## src/shared/cpu_status_flags_regs.svh

```systemverilog
// Purpose: Offsets, field positions, reset values for the CPU status flag block
// Assumes: 32-bit AXI4-Lite data, one aligned word per register
// Notes:   Definitions only
//
// Behaviour
// [RQ1] Accumulator B saturation flag sets on saturation and stays until software clears it.
// [RQ2] Combined overflow flag reads as accumulator A overflow OR accumulator B overflow.
// [RQ3] Combined saturation flag reads as OR of both sticky saturation flags.
// [RQ4] Half carry is carry out of bit 3 (byte) or bit 7 (word).
// [RQ5] Three priority bits are low bits; separate high bit completes current level.
// [RQ6] Software may read and clear saturation flags, but writing one never sets them.
// [RQ7] Clearing the combined saturation flag clears both accumulator saturation flags.
// [RQ8] Priority field ignores software writes while nesting disable is set.
`ifndef CPU_STATUS_FLAGS_REGS_SVH
`define CPU_STATUS_FLAGS_REGS_SVH

// ==========================================================
// Register byte addresses
`define ADDR_FLAGS 8'h00
`define ADDR_EVT_STATUS 8'h04
`define ADDR_EVT_MASK 8'h08
`define ADDR_BITS 8

// ==========================================================
// Flag word field positions
`define BIT_ACC_A_OVF 15
`define BIT_ACC_B_OVF 14
`define BIT_ACC_A_SAT 13
`define BIT_ACC_B_SAT 12
`define BIT_EITHER_OVF 11
`define BIT_EITHER_SAT 10
`define BIT_LOOP_ACTIVE 9
`define BIT_HALF_CARRY 8
`define BIT_PRIO_HI 7
`define BIT_PRIO_LO 5
`define BIT_REPEAT_ACTIVE 4
`define BIT_NEGATIVE 3
`define BIT_ARITH_OVF 2
`define BIT_ZERO 1
`define BIT_CARRY 0

// ==========================================================
// Event status / mask bit positions
`define EVT_ACC_A_SAT 0
`define EVT_ACC_B_SAT 1
`define EVT_ACC_A_OVF 2
`define EVT_ACC_B_OVF 3
`define EVT_COUNT 4

// ==========================================================
// Reset values
`define FLAGS_RESET 16'h0000
`define EVT_RESET 4'h0

`endif

```

## src/shared/cpu_status_pkg.sv

```systemverilog
// Purpose: Types shared by the CPU status flag block
// Assumes: Nothing beyond AXI4-Lite response coding
// Notes:   Constants live in the register header
package cpu_status_pkg;

   // ==========================================================
   // AXI response codes
   typedef enum logic [1:0] {
      RESP_OKAY = 2'h0,
      RESP_SLVERR = 2'h2
   } axi_resp_e;

   // ==========================================================
   // Word types
   typedef logic [15:0] flag_word_t;
   typedef logic [3:0] evt_word_t;

endpackage

```

## src/shared/half_carry_if.sv

```systemverilog
// Purpose: Carries ALU operands to the half carry unit and its answer back
// Assumes: Same clock domain on both ends, purely combinational
// Notes:   alu end drives operands, calc end answers
`timescale 1ns/1ps
interface half_carry_if;
   logic [15:0] opnd_a;
   logic [15:0] opnd_b;
   logic carry_in;
   logic byte_mode;
   logic half_carry;

   modport alu (output opnd_a, output opnd_b, output carry_in, output byte_mode,
                input half_carry);
   modport calc (input opnd_a, input opnd_b, input carry_in, input byte_mode,
                 output half_carry);
endinterface

```

## src/verilog/cpu_status_flag_register.sv

```systemverilog
// Purpose: CPU status flag register with AXI4-Lite access and flag events
// Assumes: Datapath inputs come from logic on aclk
// Notes:   Reads of event status clear it; set wins over clear
//
// The AXI4-Lite slave port and the register addresses are this design's own decisions.
`timescale 1ns/1ps
`include "cpu_status_flags_regs.svh"
module cpu_status_flag_register (
   input wire logic aclk,
   input wire logic aresetn,
   input wire logic [`ADDR_BITS-1:0] s_axi_awaddr,
   input wire logic s_axi_awvalid,
   output logic s_axi_awready,
   input wire logic [31:0] s_axi_wdata,
   input wire logic [3:0] s_axi_wstrb,
   input wire logic s_axi_wvalid,
   output logic s_axi_wready,
   output logic [1:0] s_axi_bresp,
   output logic s_axi_bvalid,
   input wire logic s_axi_bready,
   input wire logic [`ADDR_BITS-1:0] s_axi_araddr,
   input wire logic s_axi_arvalid,
   output logic s_axi_arready,
   output logic [31:0] s_axi_rdata,
   output logic [1:0] s_axi_rresp,
   output logic s_axi_rvalid,
   input wire logic s_axi_rready,
   input wire logic acc_update,
   input wire logic acc_a_overflow_in,
   input wire logic acc_b_overflow_in,
   input wire logic acc_a_saturate_in,
   input wire logic acc_b_saturate_in,
   input wire logic alu_update,
   input wire logic [15:0] alu_opnd_a,
   input wire logic [15:0] alu_opnd_b,
   input wire logic alu_carry_in,
   input wire logic alu_byte_mode,
   input wire logic alu_negative,
   input wire logic alu_overflow,
   input wire logic alu_zero,
   input wire logic alu_carry,
   input wire logic loop_active,
   input wire logic repeat_active,
   input wire logic nesting_disable,
   input wire logic priority_msb,
   output logic [15:0] cpu_status_flags,
   output logic [3:0] cpu_priority_level,
   output logic irq
);

   // ==========================================================
   // Storage
   cpu_status_pkg::flag_word_t flags_reg;
   logic [3:0] acc_reg;
   logic [4:0] arith_reg;
   logic [2:0] prio_reg;
   cpu_status_pkg::evt_word_t evt_reg;
   cpu_status_pkg::evt_word_t mask_reg;
   logic aw_held_reg;
   logic w_held_reg;
   logic [`ADDR_BITS-1:0] awaddr_reg;
   logic [31:0] wdata_reg;
   logic [3:0] wstrb_reg;
   logic bvalid_reg;
   logic [1:0] bresp_reg;
   logic rvalid_reg;
   logic [31:0] rdata_reg;
   logic [1:0] rresp_reg;
   logic wr_go;
   logic rd_go;
   logic flags_wr;
   logic lo_wr;
   logic hi_wr;
   logic evt_rd_clr;
   cpu_status_pkg::evt_word_t evt_set;
   half_carry_if hc_bus ();

   // Address is one of the three mapped words
   function automatic logic addr_mapped(input logic [`ADDR_BITS-1:0] a);
      return (a == `ADDR_FLAGS) || (a == `ADDR_EVT_STATUS) || (a == `ADDR_EVT_MASK);
   endfunction

   // ==========================================================
   // Half carry unit
   assign hc_bus.opnd_a = alu_opnd_a;
   assign hc_bus.opnd_b = alu_opnd_b;
   assign hc_bus.carry_in = alu_carry_in;
   assign hc_bus.byte_mode = alu_byte_mode;

   half_carry_calc u_half_carry (
      .hc(hc_bus)
   );

   // ==========================================================
   // AXI write channel: address and data taken in either order
   assign s_axi_awready = !aw_held_reg && !bvalid_reg;
   assign s_axi_wready = !w_held_reg && !bvalid_reg;
   assign wr_go = aw_held_reg && w_held_reg && !bvalid_reg;
   assign flags_wr = wr_go && (awaddr_reg == `ADDR_FLAGS);
   assign lo_wr = flags_wr && wstrb_reg[0];
   assign hi_wr = flags_wr && wstrb_reg[1];

   always_ff @(posedge aclk) begin
      if (!aresetn) begin
         aw_held_reg <= 1'b0;
         w_held_reg <= 1'b0;
         awaddr_reg <= 8'h00;
         wdata_reg <= 32'h00000000;
         wstrb_reg <= 4'h0;
         bvalid_reg <= 1'b0;
         bresp_reg <= 2'h0;
      end else begin
         if (s_axi_awvalid && s_axi_awready) begin
            aw_held_reg <= 1'b1;
            awaddr_reg <= s_axi_awaddr;
         end
         if (s_axi_wvalid && s_axi_wready) begin
            w_held_reg <= 1'b1;
            wdata_reg <= s_axi_wdata;
            wstrb_reg <= s_axi_wstrb;
         end
         if (wr_go) begin
            aw_held_reg <= 1'b0;
            w_held_reg <= 1'b0;
            bvalid_reg <= 1'b1;
            bresp_reg <= addr_mapped(awaddr_reg) ? cpu_status_pkg::RESP_OKAY
                                                 : cpu_status_pkg::RESP_SLVERR;
         end else if (bvalid_reg && s_axi_bready) begin
            bvalid_reg <= 1'b0;
         end
      end
   end

   assign s_axi_bvalid = bvalid_reg;
   assign s_axi_bresp = bresp_reg;

   // ==========================================================
   // AXI read channel: answer one cycle after the address is taken
   assign s_axi_arready = !rvalid_reg;
   assign rd_go = s_axi_arvalid && s_axi_arready;
   assign evt_rd_clr = rd_go && (s_axi_araddr == `ADDR_EVT_STATUS);

   always_ff @(posedge aclk) begin
      if (!aresetn) begin
         rvalid_reg <= 1'b0;
         rdata_reg <= 32'h00000000;
         rresp_reg <= 2'h0;
      end else if (rd_go) begin
         rvalid_reg <= 1'b1;
         rresp_reg <= addr_mapped(s_axi_araddr) ? cpu_status_pkg::RESP_OKAY
                                                : cpu_status_pkg::RESP_SLVERR;
         case (s_axi_araddr)
            `ADDR_FLAGS: rdata_reg <= {16'h0000, flags_reg};
            `ADDR_EVT_STATUS: rdata_reg <= {28'h0000000, evt_reg};
            `ADDR_EVT_MASK: rdata_reg <= {28'h0000000, mask_reg};
            default: rdata_reg <= 32'h00000000;
         endcase
      end else if (rvalid_reg && s_axi_rready) begin
         rvalid_reg <= 1'b0;
      end
   end

   assign s_axi_rvalid = rvalid_reg;
   assign s_axi_rdata = rdata_reg;
   assign s_axi_rresp = rresp_reg;

   // ==========================================================
   // Accumulator flags: overflow follows each update, saturation is sticky
   // Bits 3 down to 0: A overflow, B overflow, A saturated, B saturated
   always_ff @(posedge aclk) begin
      if (!aresetn) begin
         acc_reg <= 4'h0;
      end else begin
         if (acc_update) begin
            acc_reg[3] <= acc_a_overflow_in;
            acc_reg[2] <= acc_b_overflow_in;
         end
         // Write of zero clears a flag or both via the combined bit; set wins
         if (hi_wr && (!wdata_reg[`BIT_ACC_A_SAT] || !wdata_reg[`BIT_EITHER_SAT])) begin // RQ6 RQ7
            acc_reg[1] <= 1'b0;
         end
         if (hi_wr && (!wdata_reg[`BIT_ACC_B_SAT] || !wdata_reg[`BIT_EITHER_SAT])) begin // RQ6 RQ7
            acc_reg[0] <= 1'b0;
         end
         if (acc_update && acc_a_saturate_in) begin
            acc_reg[1] <= 1'b1;
         end
         if (acc_update && acc_b_saturate_in) begin
            acc_reg[0] <= 1'b1; // RQ1
         end
      end
   end

   // Flag word: stored fields, combined flags and mirrored loop state
   assign flags_reg = {acc_reg,
                       acc_reg[3] | acc_reg[2], // RQ2
                       acc_reg[1] | acc_reg[0], // RQ3
                       loop_active, arith_reg[4], prio_reg, repeat_active, arith_reg[3:0]};

   // ==========================================================
   // Arithmetic flags: ALU update wins over a software write
   // Bit 4 half carry, bits 3 down to 0 negative, overflow, zero, carry
   always_ff @(posedge aclk) begin
      if (!aresetn) begin
         arith_reg <= 5'h00;
      end else if (alu_update) begin
         arith_reg[4] <= hc_bus.half_carry; // RQ4
         arith_reg[3:0] <= {alu_negative, alu_overflow, alu_zero, alu_carry};
      end else begin
         if (hi_wr) begin
            arith_reg[4] <= wdata_reg[`BIT_HALF_CARRY];
         end
         if (lo_wr) begin
            arith_reg[3:0] <= wdata_reg[`BIT_NEGATIVE:`BIT_CARRY];
         end
      end
   end

   // ==========================================================
   // Priority field: locked while nesting is disabled
   always_ff @(posedge aclk) begin
      if (!aresetn) begin
         prio_reg <= 3'h0;
      end else if (lo_wr && !nesting_disable) begin // RQ8
         prio_reg <= wdata_reg[`BIT_PRIO_HI:`BIT_PRIO_LO];
      end
   end

   assign cpu_priority_level = {priority_msb, prio_reg}; // RQ5
   assign cpu_status_flags = flags_reg;

   // ==========================================================
   // Event status, mask and interrupt
   assign evt_set[`EVT_ACC_A_SAT] = acc_update && acc_a_saturate_in;
   assign evt_set[`EVT_ACC_B_SAT] = acc_update && acc_b_saturate_in;
   assign evt_set[`EVT_ACC_A_OVF] = acc_update && acc_a_overflow_in;
   assign evt_set[`EVT_ACC_B_OVF] = acc_update && acc_b_overflow_in;

   always_ff @(posedge aclk) begin
      if (!aresetn) begin
         evt_reg <= `EVT_RESET;
      end else begin
         evt_reg <= (evt_rd_clr ? 4'h0 : evt_reg) | evt_set;
      end
   end

   always_ff @(posedge aclk) begin
      if (!aresetn) begin
         mask_reg <= `EVT_RESET;
      end else if (wr_go && (awaddr_reg == `ADDR_EVT_MASK) && wstrb_reg[0]) begin
         mask_reg <= wdata_reg[`EVT_COUNT-1:0];
      end
   end

   assign irq = |(evt_reg & mask_reg);
endmodule

```

## src/verilog/half_carry_calc.sv

```systemverilog
// Purpose: Half carry out of the low nibble or low byte of an addition
// Assumes: Operands stable during the ALU update cycle
// Notes:   Combinational only
`timescale 1ns/1ps
module half_carry_calc (
   half_carry_if.calc hc
);

   // Carry out of a low field of given width
   function automatic logic field_carry(input logic [7:0] a, input logic [7:0] b,
                                        input logic cin, input logic nibble);
      logic [8:0] sum;
      sum = 9'h000;
      if (nibble) begin
         sum = {5'h00, a[3:0]} + {5'h00, b[3:0]} + {8'h00, cin};
         return sum[4];
      end
      sum = {1'b0, a} + {1'b0, b} + {8'h00, cin};
      return sum[8];
   endfunction

   // Byte data carries from bit 3, word data from bit 7
   assign hc.half_carry = field_carry(hc.opnd_a[7:0], hc.opnd_b[7:0],
                                      hc.carry_in, hc.byte_mode); // RQ4

endmodule

```

## config.mk

```make
export PLATFORM = sky130hd
export DESIGN_NAME = cpu_status_flag_register
export DESIGN_NICKNAME = d
export VERILOG_FILES = /design/src/shared/cpu_status_pkg.sv /design/src/shared/half_carry_if.sv /design/src/verilog/cpu_status_flag_register.sv /design/src/verilog/half_carry_calc.sv
export VERILOG_INCLUDE_DIRS = /design/src /design/src/shared
export SDC_FILE = /design/constraint.sdc
export NUM_CORES = 1
export LEC_CHECK = 0
export BUFFER_PORTS_ARGS = -buffer_cell sky130_fd_sc_hd__buf_4
export CAP_MARGIN = 20
export CORE_MARGIN = 3
export CORE_UTILIZATION = 40
export DETAILED_ROUTE_END_ITERATION = 6
export HOLD_SLACK_MARGIN = 0.02
export PLACE_DENSITY = 0.77
export SYNTH_ARGS = -nofsm -noshare
export SYNTH_HDL_FRONTEND = slang
export SYNTH_SLANG_ARGS = --single-unit
```

## constraint.sdc

```tcl
create_clock -name aclk -period 2.4 [get_ports aclk]
set_clock_uncertainty 0.2 [all_clocks]
set_input_delay 0.48 -clock aclk [delete_from_list [all_inputs] [get_ports aclk]]
set_output_delay 0.48 -clock aclk [all_outputs]
set_load 0.03 [all_outputs]
```

### After elaboration in Yosys (flattened, before gate mapping)

Cells that the tools add are included.
W data, S select, Z words.

| storage, ports and cells | value |
|---|---|
| register bits | 84 |
| bits in read-only memories | 0 |
| word-level logic and storage cells | 95 |
| latch bits | 0 |
| memories | 0 |
| memory bits (writable) | 0 |
| output and inout port bits | 62 |
| input port bits | 107 |

| operators by class | value |
|---|---|
| equality and inequality tests | 4 |
| reductions and logical operators | 46 |
| add/sub/neg operators | 4 |
| divide/modulo/power cells | 0 |
| order comparisons | 0 |
| bitwise gates (word level) | 5 |
| multiplexer cells | 18 |
| multiply operators | 0 |
| shift-type cells | 0 |

Operator list:

| kind | count |
|---|---|
| $pmux W16 S3 | 1 |
| $logic_and A1 B1 Y1 | 22 |
| $eq A8 B3 Y1 const B | 2 |
| $eq A8 B4 Y1 const B | 2 |
| $logic_not A8 Y1 | 2 |
| $mux W1 | 12 |
| $reduce_bool A2 Y1 | 6 |
| $add A8 B8 Y9 | 1 |
| $add A9 B1 Y9 | 1 |
| $logic_not A1 Y1 | 8 |
| $mux W4 | 2 |
| $logic_or A1 B1 Y1 | 6 |
| $add A4 B4 Y5 | 1 |
| $add A5 B1 Y5 | 1 |
| $mux W5 | 1 |
| $and A4 B4 Y4 | 1 |
| $mux W2 | 2 |
| $or A4 B4 Y4 | 1 |
| $reduce_or A4 Y1 | 1 |
| $or A1 B1 Y1 | 2 |
| $reduce_or A2 Y1 | 1 |
| $not A1 Y1 | 1 |

### Longest topological paths before layout

| depth | value |
|---|---|
| depth after elaboration | 7 |
| depth in mapped cells | 6 |
| depth with buffers taken out | 5 |

### By module

A second synthesis with hierarchy kept.

| unflattened totals | value |
|---|---|
| cells, all modules | 328 |
| area total of the unflattened synthesis | 2897.8 um^2 |

By module, submodules not included:

| module | times used | area an instance (um^2) | cells an instance | seq. area each (um^2) |
|---|---|---|---|---|
| cpu_status_flag_register | 1 | 2731.4 | 309 | 1261.2 |
| half_carry_calc | 1 | 166.4 | 19 | 0.0 |

### Least setup slack after synthesis

No wires, ideal clock.

| timing | value |
|---|---|
| path type | input to register |
| start | in s_axi_araddr[7] |
| end | reg rdata_reg[15], in the netlist s_axi_rdata[15] |
| buffers on the path | 0 |
| stages on the path | 4 |
| data required time | 2130 ps |
| data arrival time | 2037 ps |
| setup slack | 93 ps |
| setup time | 70 ps |
| cells stage by stage | or4_4 -> or4_4 -> or4b_1 -> a21boi_1 |

| between the ends | value |
|---|---|
| cells in the longest elaborated chain, start to end | 2 |
| elaborated cells between the ends (all ways) | 4 |
| classes of those cells | eq/ne: 2; mux: 1; reduce/logical: 1 |

RTL lines:

| what | RTL line | source |
|---|---|---|
| start: declaration | cpu_status_flag_register.sv:21 | `` input wire logic [`ADDR_BITS-1:0] s_axi_araddr, `` |
| $eq A8 B4 Y1 (tied with other cells) | cpu_status_flag_register.sv:152 | `case (s_axi_araddr)` |
| $pmux W16 S3 * | cpu_status_flag_register.sv:152 |  |
| end signal: assignment | cpu_status_flag_register.sv:153 | `` `ADDR_FLAGS: rdata_reg <= {16'h0000, flags_reg}; `` |
| end signal: assignment | cpu_status_flag_register.sv:154 | `` `ADDR_EVT_STATUS: rdata_reg <= {28'h0000000, evt_reg}; `` |
| end signal: assignment | cpu_status_flag_register.sv:155 | `` `ADDR_EVT_MASK: rdata_reg <= {28'h0000000, mask_reg}; `` |
| end: declaration | cpu_status_flag_register.sv:67 | `logic [31:0] rdata_reg;` |

Mark *: on every way between the ends. The rest lies on a longest branch, timed or not.
A chain may end at the register's enable or synchronous reset.

### Final worst setup path

| timing | value |
|---|---|
| start | in s_axi_araddr[7] |
| end | reg rdata_reg[7], in the netlist s_axi_rdata[7] |

The elaborated chain is that of the path after synthesis.

==> flow_metrics.py <==
metrics = {
    "outcome": {
        "status": "finished, final reports clean",
    },
    "synthesis": {
        "syn_area_um2": 2975,
        "synthCells": 341,
        "synth_top_family_by_area": "simple AND/OR/NAND/NOR gates",
        "ys_top_cells_by_area": "dfxtp_1, nand2_1, a21boi_0, buf_4, mux2i_1",
        "synth_compound_area_share_pct": 17.58,
        "synth.avg_cell_area_um2": 8.725,
        "synth-seq-cells": 63,
        "synth_simple_gate_area_share_pct": 22.96,
        "yosysTopAreaCell": "dfxtp_1",
        "synth_xor_area_share_pct": 0,
        "synth_edf_count": 0,
        "yosysTopAreaCellShare_pct": 42.39,
        "yosysWarnings": 0,
        "async_reset_ff_share_pct": 0,
        "yosysSeqAreaShare_pct": 42.39,
        "synth_flop_cell": "dfxtp_1",
        "synthMuxAreaShare_pct": 4.037,
        "synth_cell_types": 38,
        "synth_fa_ha_area_share_pct": 3.364,
    },
    "global_routing": {
        "grt_pass1_vias": 2544,
        "grt_max_degree": 47,
        "antenna_found_initial": 0,
        "grt_usage_pct": 17.19,
        "grt_pass1_wl_um": 11690,
        "gr-total-overflow": 0,
    },
    "final_layout": {
        "fin_util_pct": 56.65,
        "final_nets": 558,
        "area_delta_synth_final_pct": 33.64,
        "largest_reg_flops": 16,
        "fill_cells": 666,
        "diodes": 0,
        "drive_above_1_share_pct": 30.13,
    },
    "worst_setup_path": {
        "cp_slowest_stage_delay_ns": 0.52,
        "worstPathMaxFanout": 3,
        "cp-start-kind": "primary input",
        "cp.depth": 5,
        "rrSetupSlack_ns": 0.35,
        "critPathTopFamily": "simple AND/OR/NAND/NOR gates",
        "cp.required_ns": 2.47,
        "crit_top_cell": "or4_4",
        "startpoint": "s_axi_araddr[7]",
        "path_class": "primary input to register",
        "crit_slowest_cell": "or4_4",
        "timing.rr.start": "s_axi_rvalid",
        "worst-path-buf-inv": 1,
        "end_kind": "register",
        "crit_arrival_ns": 2.17,
        "ff2ff_path_depth": 4,
        "cp_cell_sequence": "buf_4, or4_4, or4_4, or4b_1, a21boi_1",
    },
    "timing": {
        "slew_viol_final": 0,
        "worst_pin_slew_ns": 0.7029,
        "slew_headroom_pct": 53.11,
        "fmax_ghz": 0.4752,
        "layout_worst_path_cycle_share_pct": 87.68,
        "hold_viol": 0,
        "setup_violations": 0,
        "period_minus_slack_ns": 2.104,
        "grt_setup_unrepaired": "false",
    },
    "hold_path": {
        "hold_depth": 2,
        "min_path_type": "primary input to register",
        "worstHoldStart": "s_axi_arvalid",
    },
    "detailed_routing": {
        "met1_length_um": 2951,
        "wl_per_cell_um": 13.44,
        "dr.first_iter.drc_count": 86,
        "met3_length_um": 510,
        "totalWireLength_um": 7311,
        "viasPerCell": 4.908,
        "drc_errors": 0,
        "first_pass_iters": 4,
        "routed-wl-met2_um": 3783,
        "vias": 2670,
        "routed.top_layer": "met4",
        "drt.antenna.violating_nets": 0,
    },
    "die": {
        "dieArea_um2": 8509,
        "rows": 30,
        "die_w_um": 92.25,
        "die_y_um": 92.25,
        "io_pins": 169,
        "core_area_um2": 7019,
        "start_util_pct": 42.39,
    },
    "clock_tree": {
        "cts_tree": "done",
        "htree_num_levels": 3,
        "clockBufferDepth": 2,
        "post_cts_resized": 0,
        "root_buffer": "clkbuf_8",
        "clock_latency_ns": 0.33,
        "holdBufCountCts": 0,
        "postCtsSetupRepairBufs": 0,
        "clkTransAtPathRegs_ns": 0.07,
        "numCtsBuffers": 9,
        "clkSinkCount": 63,
    },
    "pwr": {
        "p_leak_nw": 1.767,
        "peakVddDrop_mv": 0.4754,
        "power_w": 0.002563,
        "powerDensity_nw_per_um2": 644.6,
    },
    "placed_design": {
        "place_congestion": 0.8775,
        "dp_hpwl_um": 5647,
        "io_buffers": 109,
    },
    "flow_run": {
        "cap_violations": 0,
    },
}
==> report_power, final <==
part           switching [W]  internal [W]  total [W]
clock network       0.000381      0.000641    0.00102
registers          0.0000381       0.00109    0.00113
logic               0.000235      0.000173   0.000408
==> through the flow <==
step	setup TNS [ns]	setup WS, ns	std cells	area [um2]	hold slack [ns]
after floorplan	0	0.09328	358	3039	0.2383
after global placement	-0.05222	-0.02667	528	3752	0.2466
after detailed placement	-0.07899	-0.04311	528	3752	0.2558
after CTS	0	0.3188	544	3976	0.1632
after global routing	0	0.1777	544	3976	0.1610
final	0	0.2956	544	3976	0.1831
==> synth_stat cells (3+ instances only) <==
library cell	count
nand3_1	7
nor3b_1	6
buf_4	24
buf_6	3
a32oi_1	10
o21ai_0	18
nand2_1	64
ha_1	8
a21oi_1	9
nand4_1	4
dfxtp_1	63
a22oi_1	3
nor2_1	13
nand2b_1	4
a21boi_0	27
clkbuf_1	13
mux2i_1	12
nor3_1	10
nor2b_1	16
==> cells in the final DEF (no fill, tap or decap), types with 9 or more instances in the layout <==
| cell | instances |
|---|---|
| clkbuf_8 | 11 |
| nand2_1 | 64 |
| a21oi_1 | 9 |
| a32oi_1 | 10 |
| o21ai_0 | 18 |
| dfxtp_1 | 63 |
| nor3_1 | 10 |
| mux2i_1 | 12 |
| buf_4 | 115 |
| nor2b_1 | 16 |
| nor2_1 | 13 |
| a21boi_0 | 27 |
| conb_1 | 18 |
==> layer usage <==
layer / up-vias / global-route usage [%]
met3: 8 / 6.399
met1: 1240 / 18.84
met5: - / 0
met2: 78 / 30.96
met4: 0 / 4.703
li1: 1344 / -
==> path summary, 6_finish.rpt <==
check                   endpoint
setup / recovery  s_axi_rdata[7]
hold reg to reg      prio_reg[2]
setup reg to reg  s_axi_rdata[7]
hold / removal      s_axi_rvalid
==> cell families after synthesis <==
logic type | after synthesis
buffers and inverters | 43
AO/OA/AOI/OAI | 76
flip-flops | 63
other | 1
AND/OR/NAND/NOR | 138
multiplexers | 12
adder cells (fa/ha/maj) | 8
==> final cells by class <==
| cell class | count | area, um2 | share of cell area (%) |
|---|---|---|---|
| clock inverter | 3 | 65.06 | 1.636 |
| multi-input combinational | 252 | 1500 | 37.73 |
| sequential | 63 | 1261 | 31.72 |
| inverter | 2 | 7.507 | 0.1888 |
| tap | 96 | 120.1 | 3.021 |
| clock buffer | 13 | 158.9 | 3.996 |
| timing repair buffer | 115 | 863.3 | 21.71 |
(Power assumes the default switching activity.)
